**src/core/adc_calibration_control_defines.vh**
```
// constants for the converter calibration and control block
`ifndef ADC_CALIBRATION_CONTROL_DEFINES_VH
`define ADC_CALIBRATION_CONTROL_DEFINES_VH

// register byte offsets
`define CTRL_OFFSET        6'h00
`define FULL_SCALE_OFFSET  6'h04
`define STATUS_OFFSET      6'h08
`define INT_STATUS_OFFSET  6'h0C
`define INT_MASK_OFFSET    6'h10

// control register fields
`define CTRL_EXTENDED_BIT  0
`define CTRL_SECOND_CLK_BIT 1
`define CTRL_TRIM_SKIP_BIT 2

// interrupt status fields
`define INT_CAL_DONE_BIT   0
`define INT_RANGE_BIT      1
`define INT_IGNORED_BIT    2

// reset values
`define CTRL_RESET         3'h0
`define FULL_SCALE_RESET   8'h80
`define INT_MASK_RESET     3'h0

// request qualification counts, in sample clock cycles
`define REQUEST_LOW_HOLD_CYCLES  8'h50
`define REQUEST_HIGH_HOLD_CYCLES 8'h50

// calibration phase defaults, in sample clock cycles
`define CAL_DELAY_SHORT_DEFAULT  24'h010000
`define CAL_DELAY_LONG_DEFAULT   24'h100000
`define TRIM_PHASE_DEFAULT       24'h000400
`define ADC_PHASE_DEFAULT        24'h008000

// bus responses
`define RESP_OKAY          2'h0
`define RESP_SLVERR        2'h2

`endif

```
**src/core/pin_sync.v**
```verilog
// two-stage synchroniser for asynchronous control pins
module pin_sync #(
  parameter WIDTH = 1
) (
  input  wire             i_mclk,
  input  wire             i_reset,
  input  wire [WIDTH-1:0] i_d,
  output reg  [WIDTH-1:0] o_q
);

  reg [WIDTH-1:0] meta_reg;

  // the first stage feeds only the second stage
  always @(posedge i_mclk) begin
    if (i_reset) begin
      meta_reg <= {WIDTH{1'b0}};
      o_q      <= {WIDTH{1'b0}};
    end else begin
      meta_reg <= i_d;
      o_q      <= meta_reg;
    end
  end

endmodule

```
**src/core/adc_calibration_control.v**
```verilog
// calibration sequencing, range flag, data clock and full-scale control
`include "adc_calibration_control_defines.vh"

module adc_calibration_control #(
  parameter [23:0] CAL_DELAY_SHORT_CYCLES = `CAL_DELAY_SHORT_DEFAULT,
  parameter [23:0] CAL_DELAY_LONG_CYCLES  = `CAL_DELAY_LONG_DEFAULT,
  parameter [23:0] TRIM_PHASE_CYCLES      = `TRIM_PHASE_DEFAULT,
  parameter [23:0] ADC_PHASE_CYCLES       = `ADC_PHASE_DEFAULT
) (
  input  wire        i_mclk,
  input  wire        i_reset,
  // control pins
  input  wire        i_cal_request,
  input  wire        i_power_down_input,
  input  wire        i_calibration_delay_select,
  input  wire        i_full_scale_select,
  input  wire        i_clock_running,
  // accurate conversion results, two's complement, same clock
  input  wire [9:0]  i_result_a,
  input  wire [9:0]  i_result_b,
  // converter-side outputs
  output reg         o_calibration_active,
  output reg         o_output_data_clock,
  output reg         o_range_p,
  output reg         o_range_n,
  output reg         o_full_scale_normal,
  output reg         o_full_scale_from_reg,
  output reg  [7:0]  o_full_scale_adjust,
  output reg         o_analog_power_down,
  output reg         o_irq,
  // AXI4-Lite slave
  input  wire [5:0]  i_s_axi_awaddr,
  input  wire        i_s_axi_awvalid,
  output reg         o_s_axi_awready,
  input  wire [31:0] i_s_axi_wdata,
  input  wire [3:0]  i_s_axi_wstrb,
  input  wire        i_s_axi_wvalid,
  output reg         o_s_axi_wready,
  output reg  [1:0]  o_s_axi_bresp,
  output reg         o_s_axi_bvalid,
  input  wire        i_s_axi_bready,
  input  wire [5:0]  i_s_axi_araddr,
  input  wire        i_s_axi_arvalid,
  output reg         o_s_axi_arready,
  output reg  [31:0] o_s_axi_rdata,
  output reg  [1:0]  o_s_axi_rresp,
  output reg         o_s_axi_rvalid,
  input  wire        i_s_axi_rready
);

  localparam [2:0] ST_STRAP = 3'h0;
  localparam [2:0] ST_DELAY = 3'h1;
  localparam [2:0] ST_IDLE  = 3'h2;
  localparam [2:0] ST_TRIM  = 3'h3;
  localparam [2:0] ST_CAL   = 3'h4;
  wire [4:0] pin_q;
  pin_sync #(
    .WIDTH(5)
  ) u_pin_sync (
    .i_mclk  (i_mclk),
    .i_reset (i_reset),
    .i_d     ({i_clock_running, i_full_scale_select, i_calibration_delay_select,
               i_power_down_input, i_cal_request}),
    .o_q     (pin_q)
  );
  wire       req_pin       = pin_q[0];
  wire       pd_pin        = pin_q[1];
  wire       delay_sel_pin = pin_q[2];
  wire       fss_pin       = pin_q[3];
  wire       clk_run_pin   = pin_q[4];
  reg  [2:0]  ctrl_reg;
  reg  [7:0]  fsa_reg;
  reg  [2:0]  int_status_reg;
  reg  [2:0]  int_mask_reg;
  reg  [2:0]  state_reg;
  reg  [1:0]  start_cnt_reg;
  reg  [23:0] phase_cnt_reg;
  reg         poweron_reg;
  reg         skip_reg;
  reg         pd_state_reg;
  reg         req_prev_reg;
  reg  [7:0]  run_cnt_reg;
  reg         low_ok_reg;
  reg         armed_reg;
  reg         range_prev_reg;
  wire extended   = ctrl_reg[`CTRL_EXTENDED_BIT];
  wire second_clk = ctrl_reg[`CTRL_SECOND_CLK_BIT];
  wire trim_skip  = ctrl_reg[`CTRL_TRIM_SKIP_BIT];
  wire calibrating = (state_reg == ST_TRIM) || (state_reg == ST_CAL);
  // request qualifier: run length at the current level, this sample included
  wire [7:0] run_len = (req_pin == req_prev_reg) ?
                       ((run_cnt_reg == 8'hFF) ? 8'hFF : run_cnt_reg + 8'h01) : 8'h01;
  wire req_rise  = req_pin && !req_prev_reg;
  wire cal_start = req_pin && armed_reg && (run_len == `REQUEST_HIGH_HOLD_CYCLES)
                   && !pd_state_reg;
  wire ev_ignored = pd_state_reg && req_rise;
  always @(posedge i_mclk) begin
    if (i_reset) begin
      req_prev_reg <= 1'b0;
      run_cnt_reg  <= 8'h00;
      low_ok_reg   <= 1'b0;
      armed_reg    <= 1'b0;
    end else begin
      req_prev_reg <= req_pin;
      run_cnt_reg  <= run_len;
      if (pd_state_reg) begin
        // a request must be qualified afresh after power down
        low_ok_reg <= 1'b0;
        armed_reg  <= 1'b0;
      end else if (!req_pin) begin
        armed_reg <= 1'b0;
        if (run_len >= `REQUEST_LOW_HOLD_CYCLES) begin
          low_ok_reg <= 1'b1;
        end
      end else if (req_rise) begin
        armed_reg  <= low_ok_reg;
        low_ok_reg <= 1'b0;
      end else if (cal_start) begin
        armed_reg <= 1'b0;
      end
    end
  end

  // power-on delay choice; extended mode forces the short one
  wire        use_long     = !extended && delay_sel_pin;
  wire [23:0] delay_target = use_long ? CAL_DELAY_LONG_CYCLES : CAL_DELAY_SHORT_CYCLES;
  always @(posedge i_mclk) begin
    if (i_reset) begin
      state_reg     <= ST_STRAP;
      start_cnt_reg <= 2'h0;
      phase_cnt_reg <= 24'h000000;
      poweron_reg   <= 1'b0;
      skip_reg      <= 1'b0;
    end else begin
      case (state_reg)
        ST_STRAP: begin
          // wait for the synchroniser to carry real pin levels
          start_cnt_reg <= start_cnt_reg + 2'h1;
          if (start_cnt_reg == 2'h3) begin
            phase_cnt_reg <= 24'h000000;
            state_reg     <= req_pin ? ST_IDLE : ST_DELAY;
          end
        end
        ST_DELAY: begin
          if (cal_start) begin
            phase_cnt_reg <= 24'h000000;
            poweron_reg   <= 1'b0;
            skip_reg      <= extended && trim_skip;
            state_reg     <= (extended && trim_skip) ? ST_CAL : ST_TRIM;
          end else if (!pd_pin && clk_run_pin) begin
            // counting only on a running clock makes late clocks look alike
            if (phase_cnt_reg + 24'h000001 >= delay_target) begin
              phase_cnt_reg <= 24'h000000;
              poweron_reg   <= 1'b1;
              skip_reg      <= 1'b0;
              state_reg     <= ST_TRIM;
            end else begin
              phase_cnt_reg <= phase_cnt_reg + 24'h000001;
            end
          end
        end
        ST_IDLE: begin
          if (cal_start) begin
            phase_cnt_reg <= 24'h000000;
            poweron_reg   <= 1'b0;
            skip_reg      <= extended && trim_skip;
            state_reg     <= (extended && trim_skip) ? ST_CAL : ST_TRIM;
          end
        end
        ST_TRIM: begin
          if (phase_cnt_reg + 24'h000001 >= TRIM_PHASE_CYCLES) begin
            phase_cnt_reg <= 24'h000000;
            state_reg     <= ST_CAL;
          end else begin
            phase_cnt_reg <= phase_cnt_reg + 24'h000001;
          end
        end
        ST_CAL: begin
          if (phase_cnt_reg + 24'h000001 >= ADC_PHASE_CYCLES) begin
            phase_cnt_reg <= 24'h000000;
            poweron_reg   <= 1'b0;
            state_reg     <= ST_IDLE;
          end else begin
            phase_cnt_reg <= phase_cnt_reg + 24'h000001;
          end
        end
        default: begin
          state_reg <= ST_IDLE;
        end
      endcase
    end
  end
  wire cal_done = (state_reg == ST_CAL) && (phase_cnt_reg + 24'h000001 >= ADC_PHASE_CYCLES);
  // power down never cuts a calibration short, nor one starting this cycle
  always @(posedge i_mclk) begin
    if (i_reset) begin
      pd_state_reg <= 1'b0;
    end else if (!pd_pin) begin
      pd_state_reg <= 1'b0;
    end else if (!calibrating && !cal_start) begin
      pd_state_reg <= 1'b1;
    end
  end
  // clipping: negative, or above 8'hFF
  wire clip_a  = i_result_a[9] || i_result_a[8];
  wire clip_b  = i_result_b[9] || i_result_b[8];
  wire clipped = clip_a || clip_b;
  wire output_data_clock_en = !pd_state_reg && !(calibrating && !skip_reg);

  always @(posedge i_mclk) begin
    if (i_reset) begin
      o_calibration_active  <= 1'b0;
      o_output_data_clock   <= 1'b0;
      o_range_p             <= 1'b0;
      o_range_n             <= 1'b1;
      o_full_scale_normal   <= 1'b0;
      o_full_scale_from_reg <= 1'b0;
      o_full_scale_adjust   <= `FULL_SCALE_RESET;
      o_analog_power_down   <= 1'b1;
      range_prev_reg        <= 1'b0;
    end else begin
      o_calibration_active <= calibrating;
      o_output_data_clock  <= output_data_clock_en ? !o_output_data_clock : 1'b0;
      if (second_clk) begin
        o_range_p <= output_data_clock_en ? !o_output_data_clock : 1'b0;
        o_range_n <= output_data_clock_en ? o_output_data_clock : 1'b1;
      end else begin
        o_range_p <= clipped;
        o_range_n <= !clipped;
      end
      range_prev_reg        <= clipped;
      o_full_scale_normal   <= !extended && fss_pin;
      o_full_scale_from_reg <= extended;
      o_full_scale_adjust   <= fsa_reg;
      // the pending power-on sequence parks the analog side without a clock
      // pins are not yet trusted while the strap is judged, so stay parked then
      o_analog_power_down   <= pd_state_reg || (state_reg == ST_STRAP) ||
                               ((state_reg == ST_DELAY) && !clk_run_pin);
    end
  end
  // register bus: address and data may arrive in either order
  reg        aw_held_reg;
  reg        w_held_reg;
  reg [5:0]  awaddr_reg;
  reg [31:0] wdata_reg;
  reg [3:0]  wstrb_reg;
  wire wr_en  = aw_held_reg && w_held_reg && !o_s_axi_bvalid;
  wire wr_lo  = wr_en && wstrb_reg[0];
  wire wr_hit = (awaddr_reg[5:2] <= 4'h4);
  wire [2:0] events   = {ev_ignored, clipped && !range_prev_reg, cal_done};
  wire [2:0] clr_bits = (wr_lo && awaddr_reg == `INT_STATUS_OFFSET) ? wdata_reg[2:0] : 3'h0;
  always @(posedge i_mclk) begin
    if (i_reset) begin
      aw_held_reg     <= 1'b0;
      w_held_reg      <= 1'b0;
      awaddr_reg      <= 6'h00;
      wdata_reg       <= 32'h00000000;
      wstrb_reg       <= 4'h0;
      o_s_axi_awready <= 1'b1;
      o_s_axi_wready  <= 1'b1;
      o_s_axi_bvalid  <= 1'b0;
      o_s_axi_bresp   <= `RESP_OKAY;
      ctrl_reg        <= `CTRL_RESET;
      fsa_reg         <= `FULL_SCALE_RESET;
      int_mask_reg    <= `INT_MASK_RESET;
      int_status_reg  <= 3'h0;
      o_irq           <= 1'b0;
    end else begin
      if (i_s_axi_awvalid && o_s_axi_awready) begin
        aw_held_reg     <= 1'b1;
        awaddr_reg      <= i_s_axi_awaddr;
        o_s_axi_awready <= 1'b0;
      end
      if (i_s_axi_wvalid && o_s_axi_wready) begin
        w_held_reg     <= 1'b1;
        wdata_reg      <= i_s_axi_wdata;
        wstrb_reg      <= i_s_axi_wstrb;
        o_s_axi_wready <= 1'b0;
      end
      if (wr_en) begin
        aw_held_reg    <= 1'b0;
        w_held_reg     <= 1'b0;
        o_s_axi_bvalid <= 1'b1;
        o_s_axi_bresp  <= (wr_hit && awaddr_reg[1:0] == 2'h0) ? `RESP_OKAY : `RESP_SLVERR;
        if (wr_lo && awaddr_reg == `CTRL_OFFSET) begin
          ctrl_reg <= wdata_reg[2:0];
        end
        if (wr_lo && awaddr_reg == `FULL_SCALE_OFFSET) begin
          fsa_reg <= wdata_reg[7:0];
        end
        if (wr_lo && awaddr_reg == `INT_MASK_OFFSET) begin
          int_mask_reg <= wdata_reg[2:0];
        end
      end
      if (o_s_axi_bvalid && i_s_axi_bready) begin
        o_s_axi_bvalid  <= 1'b0;
        o_s_axi_awready <= 1'b1;
        o_s_axi_wready  <= 1'b1;
      end
      // a new event outranks a clear in the same cycle
      int_status_reg <= (int_status_reg & ~clr_bits) | events;
      o_irq          <= |(int_status_reg & int_mask_reg);
    end
  end
  reg [31:0] rd_mux;
  always @* begin
    rd_mux = 32'h00000000;
    case (i_s_axi_araddr)
      `CTRL_OFFSET:       rd_mux = {29'h00000000, ctrl_reg};
      `FULL_SCALE_OFFSET: rd_mux = {24'h000000, fsa_reg};
      `STATUS_OFFSET:     rd_mux = {26'h0000000, (state_reg == ST_DELAY), o_analog_power_down,
                                    pd_state_reg, clipped, poweron_reg, calibrating};
      `INT_STATUS_OFFSET: rd_mux = {29'h00000000, int_status_reg};
      `INT_MASK_OFFSET:   rd_mux = {29'h00000000, int_mask_reg};
      default:            rd_mux = 32'h00000000;
    endcase
  end
  wire rd_hit = (i_s_axi_araddr[5:2] <= 4'h4) && (i_s_axi_araddr[1:0] == 2'h0);
  always @(posedge i_mclk) begin
    if (i_reset) begin
      o_s_axi_arready <= 1'b1;
      o_s_axi_rvalid  <= 1'b0;
      o_s_axi_rdata   <= 32'h00000000;
      o_s_axi_rresp   <= `RESP_OKAY;
    end else begin
      if (i_s_axi_arvalid && o_s_axi_arready) begin
        o_s_axi_arready <= 1'b0;
        o_s_axi_rvalid  <= 1'b1;
        o_s_axi_rdata   <= rd_mux;
        o_s_axi_rresp   <= rd_hit ? `RESP_OKAY : `RESP_SLVERR;
      end else if (o_s_axi_rvalid && i_s_axi_rready) begin
        o_s_axi_rvalid  <= 1'b0;
        o_s_axi_arready <= 1'b1;
      end
    end
  end

endmodule

```
**config.mk**
```make
export PLATFORM = sky130hd
export DESIGN_NAME = adc_calibration_control
export DESIGN_NICKNAME = d
export VERILOG_FILES = /design/src/core/pin_sync.v /design/src/core/adc_calibration_control.v
export VERILOG_INCLUDE_DIRS = /design/src /design/src/core
export SDC_FILE = /design/constraint.sdc
export NUM_CORES = 1
export LEC_CHECK = 0
export BUFFER_PORTS_ARGS = -buffer_cell sky130_fd_sc_hd__buf_2
export CAP_MARGIN = 20
export CORE_MARGIN = 2
export CORE_UTILIZATION = 30
export CTS_CLUSTER_SIZE = 14
export DETAILED_ROUTE_END_ITERATION = 10
export SYNTH_ARGS = -nofsm -noshare
export SYNTH_HDL_FRONTEND = slang
export SYNTH_SLANG_ARGS = --single-unit
```
**constraint.sdc**
```tcl
create_clock -name i_mclk -period 5.3 [get_ports i_mclk]
set_clock_uncertainty 0.2 [all_clocks]
set_input_delay 0.795 -clock i_mclk [delete_from_list [all_inputs] [get_ports i_mclk]]
set_output_delay 0.795 -clock i_mclk [all_outputs]
set_load 0.005 [all_outputs]
```
==> results of run 1 <==
==> final cells by class <==
type	instances	area, µm²	area share
clock buffers	19	453	0.0691
clock inverters	13	168	0.0256
inverters	15	56.3	0.00858
multi-input cells	482	2850	0.434
flip-flops and latches	119	2380	0.363
well taps	229	287	0.0437
repair buffers	71	365	0.0557
==> cells by family after synthesis <==
group                    Yosys count
buffers and inverters             73
multiplexers                      20
other                              1
adder cells (fa/ha/maj)            5
AND/OR/NAND/NOR                  291
XOR/XNOR                          30
flip-flops                       119
AO/OA/AOI/OAI                    110
==> power by group through the flow <==
stage          combinational (mW)  sequential (mW)  clock, mW
2_1_floorplan               0.226            0.973          0
3_3_place_gp                0.272            0.989          0
3_5_place_dp                0.274            0.991          0
4_1_cts                     0.276            0.971       1.23
5_1_grt                     0.310            0.977       1.27
6_report                    0.273            0.971       1.20
==> synthesized netlist by cell type (all sizes together), types with 19 or more instances <==
cell type and number:
a21oi 42, buf 38, clkbuf 20, dfxtp 119, mux2i 19, nand2 62
nand3 31, nor2 78, nor2b 26, nor3 19, o21ai 25
==> stage by stage <==
step / utilization / setup slack, ns
detailed placement: 0.329 / 1.82
finish: 0.364 / 1.82
floorplan: - / 2.12
CTS: 0.364 / 1.80
global placement: 0.329 / 1.83
global route: 0.364 / 1.51
==> worst max-delay path, cell delays in order (launching register included) <==
cell	delay, ns
dfxtp_1	0.41
ha_1	0.26
and3_1	0.29
a31oi_1	0.15
nor4b_2	0.38
nand3_1	0.32
a31oi_1	0.22
buf_4	0.28
nand2_1	0.21
o21ai_2	0.17
buf_4	0.27
and2b_1	0.21
==> path summary, 6_finish.rpt <==
kind                            end  slack [ns]  cells after the start
setup / recovery  phase_cnt_reg[19]        1.82                     11
hold reg to reg   u_pin_sync.o_q[3]        0.24                      1
hold / removal    u_pin_sync.o_q[3]        0.24                      1
setup reg to reg  phase_cnt_reg[19]        1.82                     11
==> routing by layer <==
| metal | up-vias | track usage |
|---|---|---|
| met1 | 2019 | 0.171 |
| met4 | 0 | 0.0432 |
| met3 | 2 | 0.0416 |
| li1 | 2338 | - |
| met5 | - | 0 |
| met2 | 78 | 0.184 |
==> results.ini, run 1 <==
[worst_setup_path]
arrival_ns=3.58
worstSetupStartpoint=run_cnt_reg[0]
worst_setup_path_start_kind=flop
required_ns=5.40
r2r-start=run_cnt_reg[0]
crit_fanout=23
cp-end-kind=flop
worstSetupPathType=reg2reg

[layout]
final_cell_mix=dfxtp_1 (119), nor2_1 (78), buf_2 (67)
synthToLayoutAreaGrowth_pct=18.4
antennaDiodeCount=0
fin_area_um2=6560
nets=791
drive_gt1_frac=0.170
final_common_cell=dfxtp_1
largest_register_ffs=24
instances_no_fill=948
nFillCells=1906

[yosys]
synth_compound_area_frac=0.127
synthSimpleGateAreaFrac=0.271
syn_area_per_cell_um2=8.53
async_reset_ff_frac=0
synth_area_um2=5540
synth_top_family_by_area=simple AND/OR/NAND/NOR gates
yosys.cell_types.count=65
synth.area.mux_share=0.0384
synth_edf_count=0
synth_area_leaders=dfxtp_1 (43%), nor2_1 (5.3%), nand2_1 (4.2%)
postSynthCellCount=649
synth_top_area_share=0.430
synth_sequential_area_ratio=0.430
synth-xor-area-share=0.0488
ys_ff_latch=119
synth_top_area_cell=dfxtp_1
synth_ff_type=dfxtp_1
synth_warnings=0
synthAdderAreaFrac=0.0113

[sta]
setup_viol=0
worst_pin_slew_ns=0.840
slew_headroom=0.438
slew_violations=0
rsz0062_at_grt=no
fin_crit_ns=3.48
final.setup.tns_ns=0
timing.fmax_mhz=288
period_share=0.656
hold_viol_final=0
hold_slack_ns=0.239

[clock_network]
clock_path_buffers=2
clk_latency_ns=0.41
hold_buffers=0
cts_root_buffer=clkbuf_16
post_cts.repair.setup_buffers=0
numCtsBuffers=17
cts_tree=done
clock_sinks=119
htree_levels=4
cts_resized=0
clk_pin_slew_ns=0.06

[global_routing]
grt_first_pass_wirelength_um=19900
grt_max_degree=83
antenna_found_initial=0
grt_pass1_vias=4079
grt-ovfl-total=0
track_usage=0.125

[floorplanning]
die_h_um=140
die_area_um2=19600
pin_count=137
start_util=0.307
rows=49
die_x_um=140
core_area_um2=18000

[drt]
top_layer_used=met4
drt_iter0_markers=278
routedWlPerCell_um=12.7
post-route-drc-count=0
wl_met2_um=5450
wl_met3_um=597
postRouteAntennaNets=0
drt-total-wl_um=12000
first_pass_iters=4
vias_per_cell=4.68
num_vias=4437
wl_met1_um=5910

[power]
p_seq_frac=0.398
power_density_nw_per_um2=372
combPwrFrac=0.112
leakagePower_nw=2.57
p_int_mw=1.80
vdd_ir_drop_max_mv=0.210
sw_frac_of_total=0.263
pwr-share-clk=0.490
power_mw=2.44
p_sw_mw=0.642

[placed_design]
place_inst=916
hpwl_um=8170
numPortBuffers=67
placed_cell_area_um2=5940
gp_congestion=0.814

[job]
max_cap_viol_count=0

[outcome]
status=finished, final reports clean

[worst_hold_path]
hold_start=u_pin_sync.meta_reg[3]
min_path_type=reg2reg

Power figures use the tool's default switching activity.
==> inputs of run 2 (changes only) <==
- clock period: 5.3 -> 3.2 ns (I/O delays scaled with it)
==> run 2 against run 1 <==
Against the previous run: setup slack worse by 1.7 ns; die area did not move; maximum frequency up 14%; clock power grew 58%; sequential power increased by 66%; wire length grew 4.2%; combinational power increased by 88%; critical path depth shrank 1; worst hold slack worse by 0.17 ns; cell count up 2.4%; design area up 2.6%; critical endpoint is now state_reg[1]; largest power group unchanged.
==> results.ini, run 2 (synthesis gave the netlist of run 1 again) <==
[worst_setup_path]
crit_fanout=6
slowest_stage=or4_4
path_delay_family=simple AND/OR/NAND/NOR gates
cp-end-kind=flop
slowest_delay_ns=0.59
worst_setup_path_start_kind=flop
worstSetupPathType=reg2reg
cp_num_buf_inv=1
arrival_ns=3.16
required_ns=3.30
path_cells=ha_2, inv_1, or4_4, nor3_4, xor2_2, ha_1, o21a_1, o32ai_4, or4_1, and3_1

[sta]
hold_slack_ns=0.0661
fin_crit_ns=3.05
final.setup.tns_ns=0
setup_viol=0
slew_violations=0
timing.fmax_mhz=328
hold_viol_final=0
period_share=0.954
timing.final.ws_setup_ns=0.147
worst_pin_slew_ns=0.825
rsz0062_at_grt=no
slew_headroom=0.450

[drt]
post-route-drc-count=0
drt_iter0_markers=299
first_pass_iters=5
routedWlPerCell_um=12.9
drt-total-wl_um=12500
vias_per_cell=4.78
postRouteAntennaNets=0
num_vias=4637

[clock_network]
clock_path_buffers=2
clk_latency_ns=0.42
clock_sinks=119
post_cts.repair.setup_buffers=0
cts_root_buffer=clkbuf_16
htree_levels=4
clk_pin_slew_ns=0.06
cts_tree=done
numCtsBuffers=17

[job]
max_cap_viol_count=0

[floorplanning]
core_area_um2=18000
pin_count=137
die_area_um2=19600
start_util=0.307
die_x_um=140
rows=49
die_h_um=140

[placed_design]
hpwl_um=8650
dp_slack_ns=0.0486
gp_congestion=0.794
placed_cell_area_um2=6120
numPortBuffers=67

[global_routing]
top_usage_layer=met2
antenna_found_initial=0
track_usage=0.130
grt_max_degree=82
grt_first_pass_wirelength_um=20600
met2_usage=0.199
grt_use_met3=0.0372
use_met1=0.173
grt-ovfl-total=0
grt_pass1_vias=4119

[power]
vdd_ir_drop_max_mv=0.325
leakagePower_nw=2.69
power_density_nw_per_um2=597
power_mw=4.02

[layout]
final_common_cell=dfxtp_1
nets=814
drive_gt1_frac=0.201
antennaDiodeCount=0
synthToLayoutAreaGrowth_pct=21.5
final_cell_mix=dfxtp_1 (118), nor2_1 (78), buf_2 (67)
fin_area_um2=6730
largest_register_ffs=24

[worst_hold_path]
min_path_type=in2reg

[outcome]
status=finished, final reports clean

[run 2: cell types whose count changed in the layout (fill, tap and decap cells not counted), sizes merged]
cell    change
buf        +23
clkbuf      -2
bufinv      -1
inv         +3
[run 2: power breakdown]
part / leakage [nW] / switching, mW / internal, mW
logic: 1.43 / 0.315 / 0.198
registers: 0.970 / 0.0603 / 1.55
clock network: 0.287 / 0.738 / 1.16
[run 2: path summary, 6_finish.rpt]
check / start / endpoint / slack (ns) / cells after the start
max: phase_cnt_reg[1] / state_reg[1] / 0.15 / 10
min: i_s_axi_wvalid / o_s_axi_wready / 0.07 / 2
max reg2reg: phase_cnt_reg[1] / state_reg[1] / 0.15 / 10
min reg2reg: u_pin_sync.meta_reg[1] / u_pin_sync.o_q[1] / 0.23 / 1
[run 2: what timing repair did]
action                                  in CTS  in global routing
endpoints found under the setup margin       0                 22
resized for setup                            0                  5
hold buffers                                 0                  0
[run 2: layout make-up]
cell class / instances / area [µm²]
clock buffers: 17 / 425
clock inverters: 15 / 166
fillers: 1879 / 11300
inverters: 15 / 56.3
multi-input cells: 482 / 2860
flip-flops and latches: 119 / 2380
well taps: 229 / 287
repair buffers: 94 / 554
[run 2: per-stage QoR]
stage | util | cells
final | 0.373 | 971
after global routing | 0.373 | 971
after CTS | 0.373 | 971
after detailed placement | 0.340 | 939
after global placement | 0.340 | 939
after floorplan | - | 674
[run 2: metal layers]
| layer | share of wire | wire, µm | up-vias |
|---|---|---|---|
| met5 | 0 | 0 | - |
| met4 | 0.020 | 255 | 0 |
| met3 | 0.041 | 516 | 20 |
| met2 | 0.45 | 5650 | 85 |
| met1 | 0.49 | 6080 | 2145 |
| li1 | - | - | 2387 |
==> inputs of run 3 (changes only) <==
- CORE_UTILIZATION: 30 -> 50
- PLACE_DENSITY: default -> 0.76
==> run 3 against run 2 <==
Against the previous run: via count grew 6.2%; sequential cell count unchanged; design area up 0.99%; cell count shrank 7.6%.
==> results.ini, run 3 (synthesis gave the netlist of run 1 again) <==
[power]
vdd_ir_drop_max_mv=0.494
power_density_nw_per_um2=595
leakagePower_nw=2.75
power_mw=4.04

[clock_network]
clock_sinks=119
htree_levels=4
cts_tree=done
clk_pin_slew_ns=0.06
post_cts.repair.setup_buffers=0
cts_root_buffer=clkbuf_8
numCtsBuffers=17
clk_latency_ns=0.54
clock_path_buffers=2

[global_routing]
antenna_found_initial=0
grt_first_pass_wirelength_um=21200
grt_max_degree=60
grt_pass1_vias=4676
grt-ovfl-total=0
track_usage=0.228

[sta]
worst_pin_slew_ns=0.802
slew_violations=0
final.setup.tns_ns=0
timing.final.ws_setup_ns=0.184
hold_slack_ns=0.0166
timing.fmax_mhz=332
slew_headroom=0.460
period_share=0.942
fin_crit_ns=3.02
hold_viol_final=0
setup_viol=0

[layout]
instances_no_fill=897
antennaDiodeCount=0
largest_register_ffs=24
final_cell_mix=dfxtp_1 (115), nor2_1 (78), buf_2 (67)
nets=830
drive_gt1_frac=0.196
seqCellArea_um2=2390
final_common_cell=dfxtp_1
multi_input_area_um2=2860
final_util=0.627
fin_area_um2=6800
synthToLayoutAreaGrowth_pct=22.7
nFillCells=893

[outcome]
status=finished, final reports clean

[drt]
num_vias=4924
first_pass_iters=5
drt_iter0_markers=330
routedWlPerCell_um=14.5
postRouteAntennaNets=0
vias_per_cell=5.49
post-route-drc-count=0
drt-total-wl_um=13000

[placed_design]
hpwl_um=8730
numPortBuffers=67
placed_cell_area_um2=5990
place_inst=847
dp_slack_ns=0.0631
gp_congestion=0.899

[worst_setup_path]
arrival_ns=3.27
cp-end-kind=flop
crit_fanout=7
r2r-start=phase_cnt_reg[7]
required_ns=3.46
timing.rr.end=phase_cnt_reg[1]
reg2reg_slack_ns=0.18
worstSetupPathType=reg2reg
reg2reg_depth=10
worst_setup_path_start_kind=flop

[floorplanning]
die_h_um=109
start_util=0.511
core_area_um2=10800
pin_count=137
die_area_um2=11900
die_x_um=109
rows=38

[worst_hold_path]
hold_depth=3
hold_end=o_s_axi_awready
hold_start=i_s_axi_bready
min_path_type=in2reg

[job]
max_cap_viol_count=0

-- run 3: cell count changes in the layout (fill, tap and decap cells not counted), sizes merged --
| cell | delta |
|---|---|
| clkinvlp | -1 |
| inv | -4 |
| dlygate4sd3 | +19 |
| bufinv | +1 |
| clkinv | +3 |
| buf | -3 |
-- run 3: area by class of cell --
| class | count | share of cell area |
|---|---|---|
| well taps | 140 | 0.0258 |
| clock inverters | 14 | 0.0261 |
| clock buffers | 17 | 0.0609 |
| flip-flops and latches | 119 | 0.351 |
| multi-input cells | 482 | 0.421 |
| repair buffers | 110 | 0.106 |
| inverters | 15 | 0.00828 |
-- run 3: layer usage --
metal  vias to the layer above  GRT usage  part of all wire  wire (µm)
met3                        31     0.0711             0.053        693
met2                       152      0.376              0.49       6320
met4                         0     0.0805             0.024        308
li1                       2416          -                 -          -
met5                         -          0                 0          0
met1                      2325      0.281              0.44       5650
-- run 3: timing repair --
action,CTS,global route
gates resized for setup,0,8
endpoints found under the hold margin,19,0
setup endpoints to repair,0,23
hold buffers,19,0
-- run 3: report_power, final --
| group | switching [mW] | internal [mW] | leakage (nW) |
|---|---|---|---|
| clock network | 0.701 | 1.19 | 0.288 |
| registers | 0.0617 | 1.55 | 0.971 |
| logic | 0.320 | 0.222 | 1.49 |
-- run 3: how the worst max path moves through the flow --
stage	from	end
floorplan	phase_cnt_reg[0]	state_reg[1]
global placement	phase_cnt_reg[1]	state_reg[1]
detailed placement	phase_cnt_reg[1]	state_reg[1]
CTS	phase_cnt_reg[1]	state_reg[1]
global route	phase_cnt_reg[7]	phase_cnt_reg[10]
finish	phase_cnt_reg[7]	phase_cnt_reg[1]
-- run 3: worst max-delay path, cell delays in order, from the launching register on --
cell,delay [ns]
dfxtp_1,0.43
nand4_4,0.13
buf_4,0.18
nor4_2,0.37
nor4bb_1,0.35
a21oi_1,0.12
a2111o_2,0.48
o32ai_4,0.21
o21ai_2,0.15
buf_4,0.20
a21oi_1,0.12
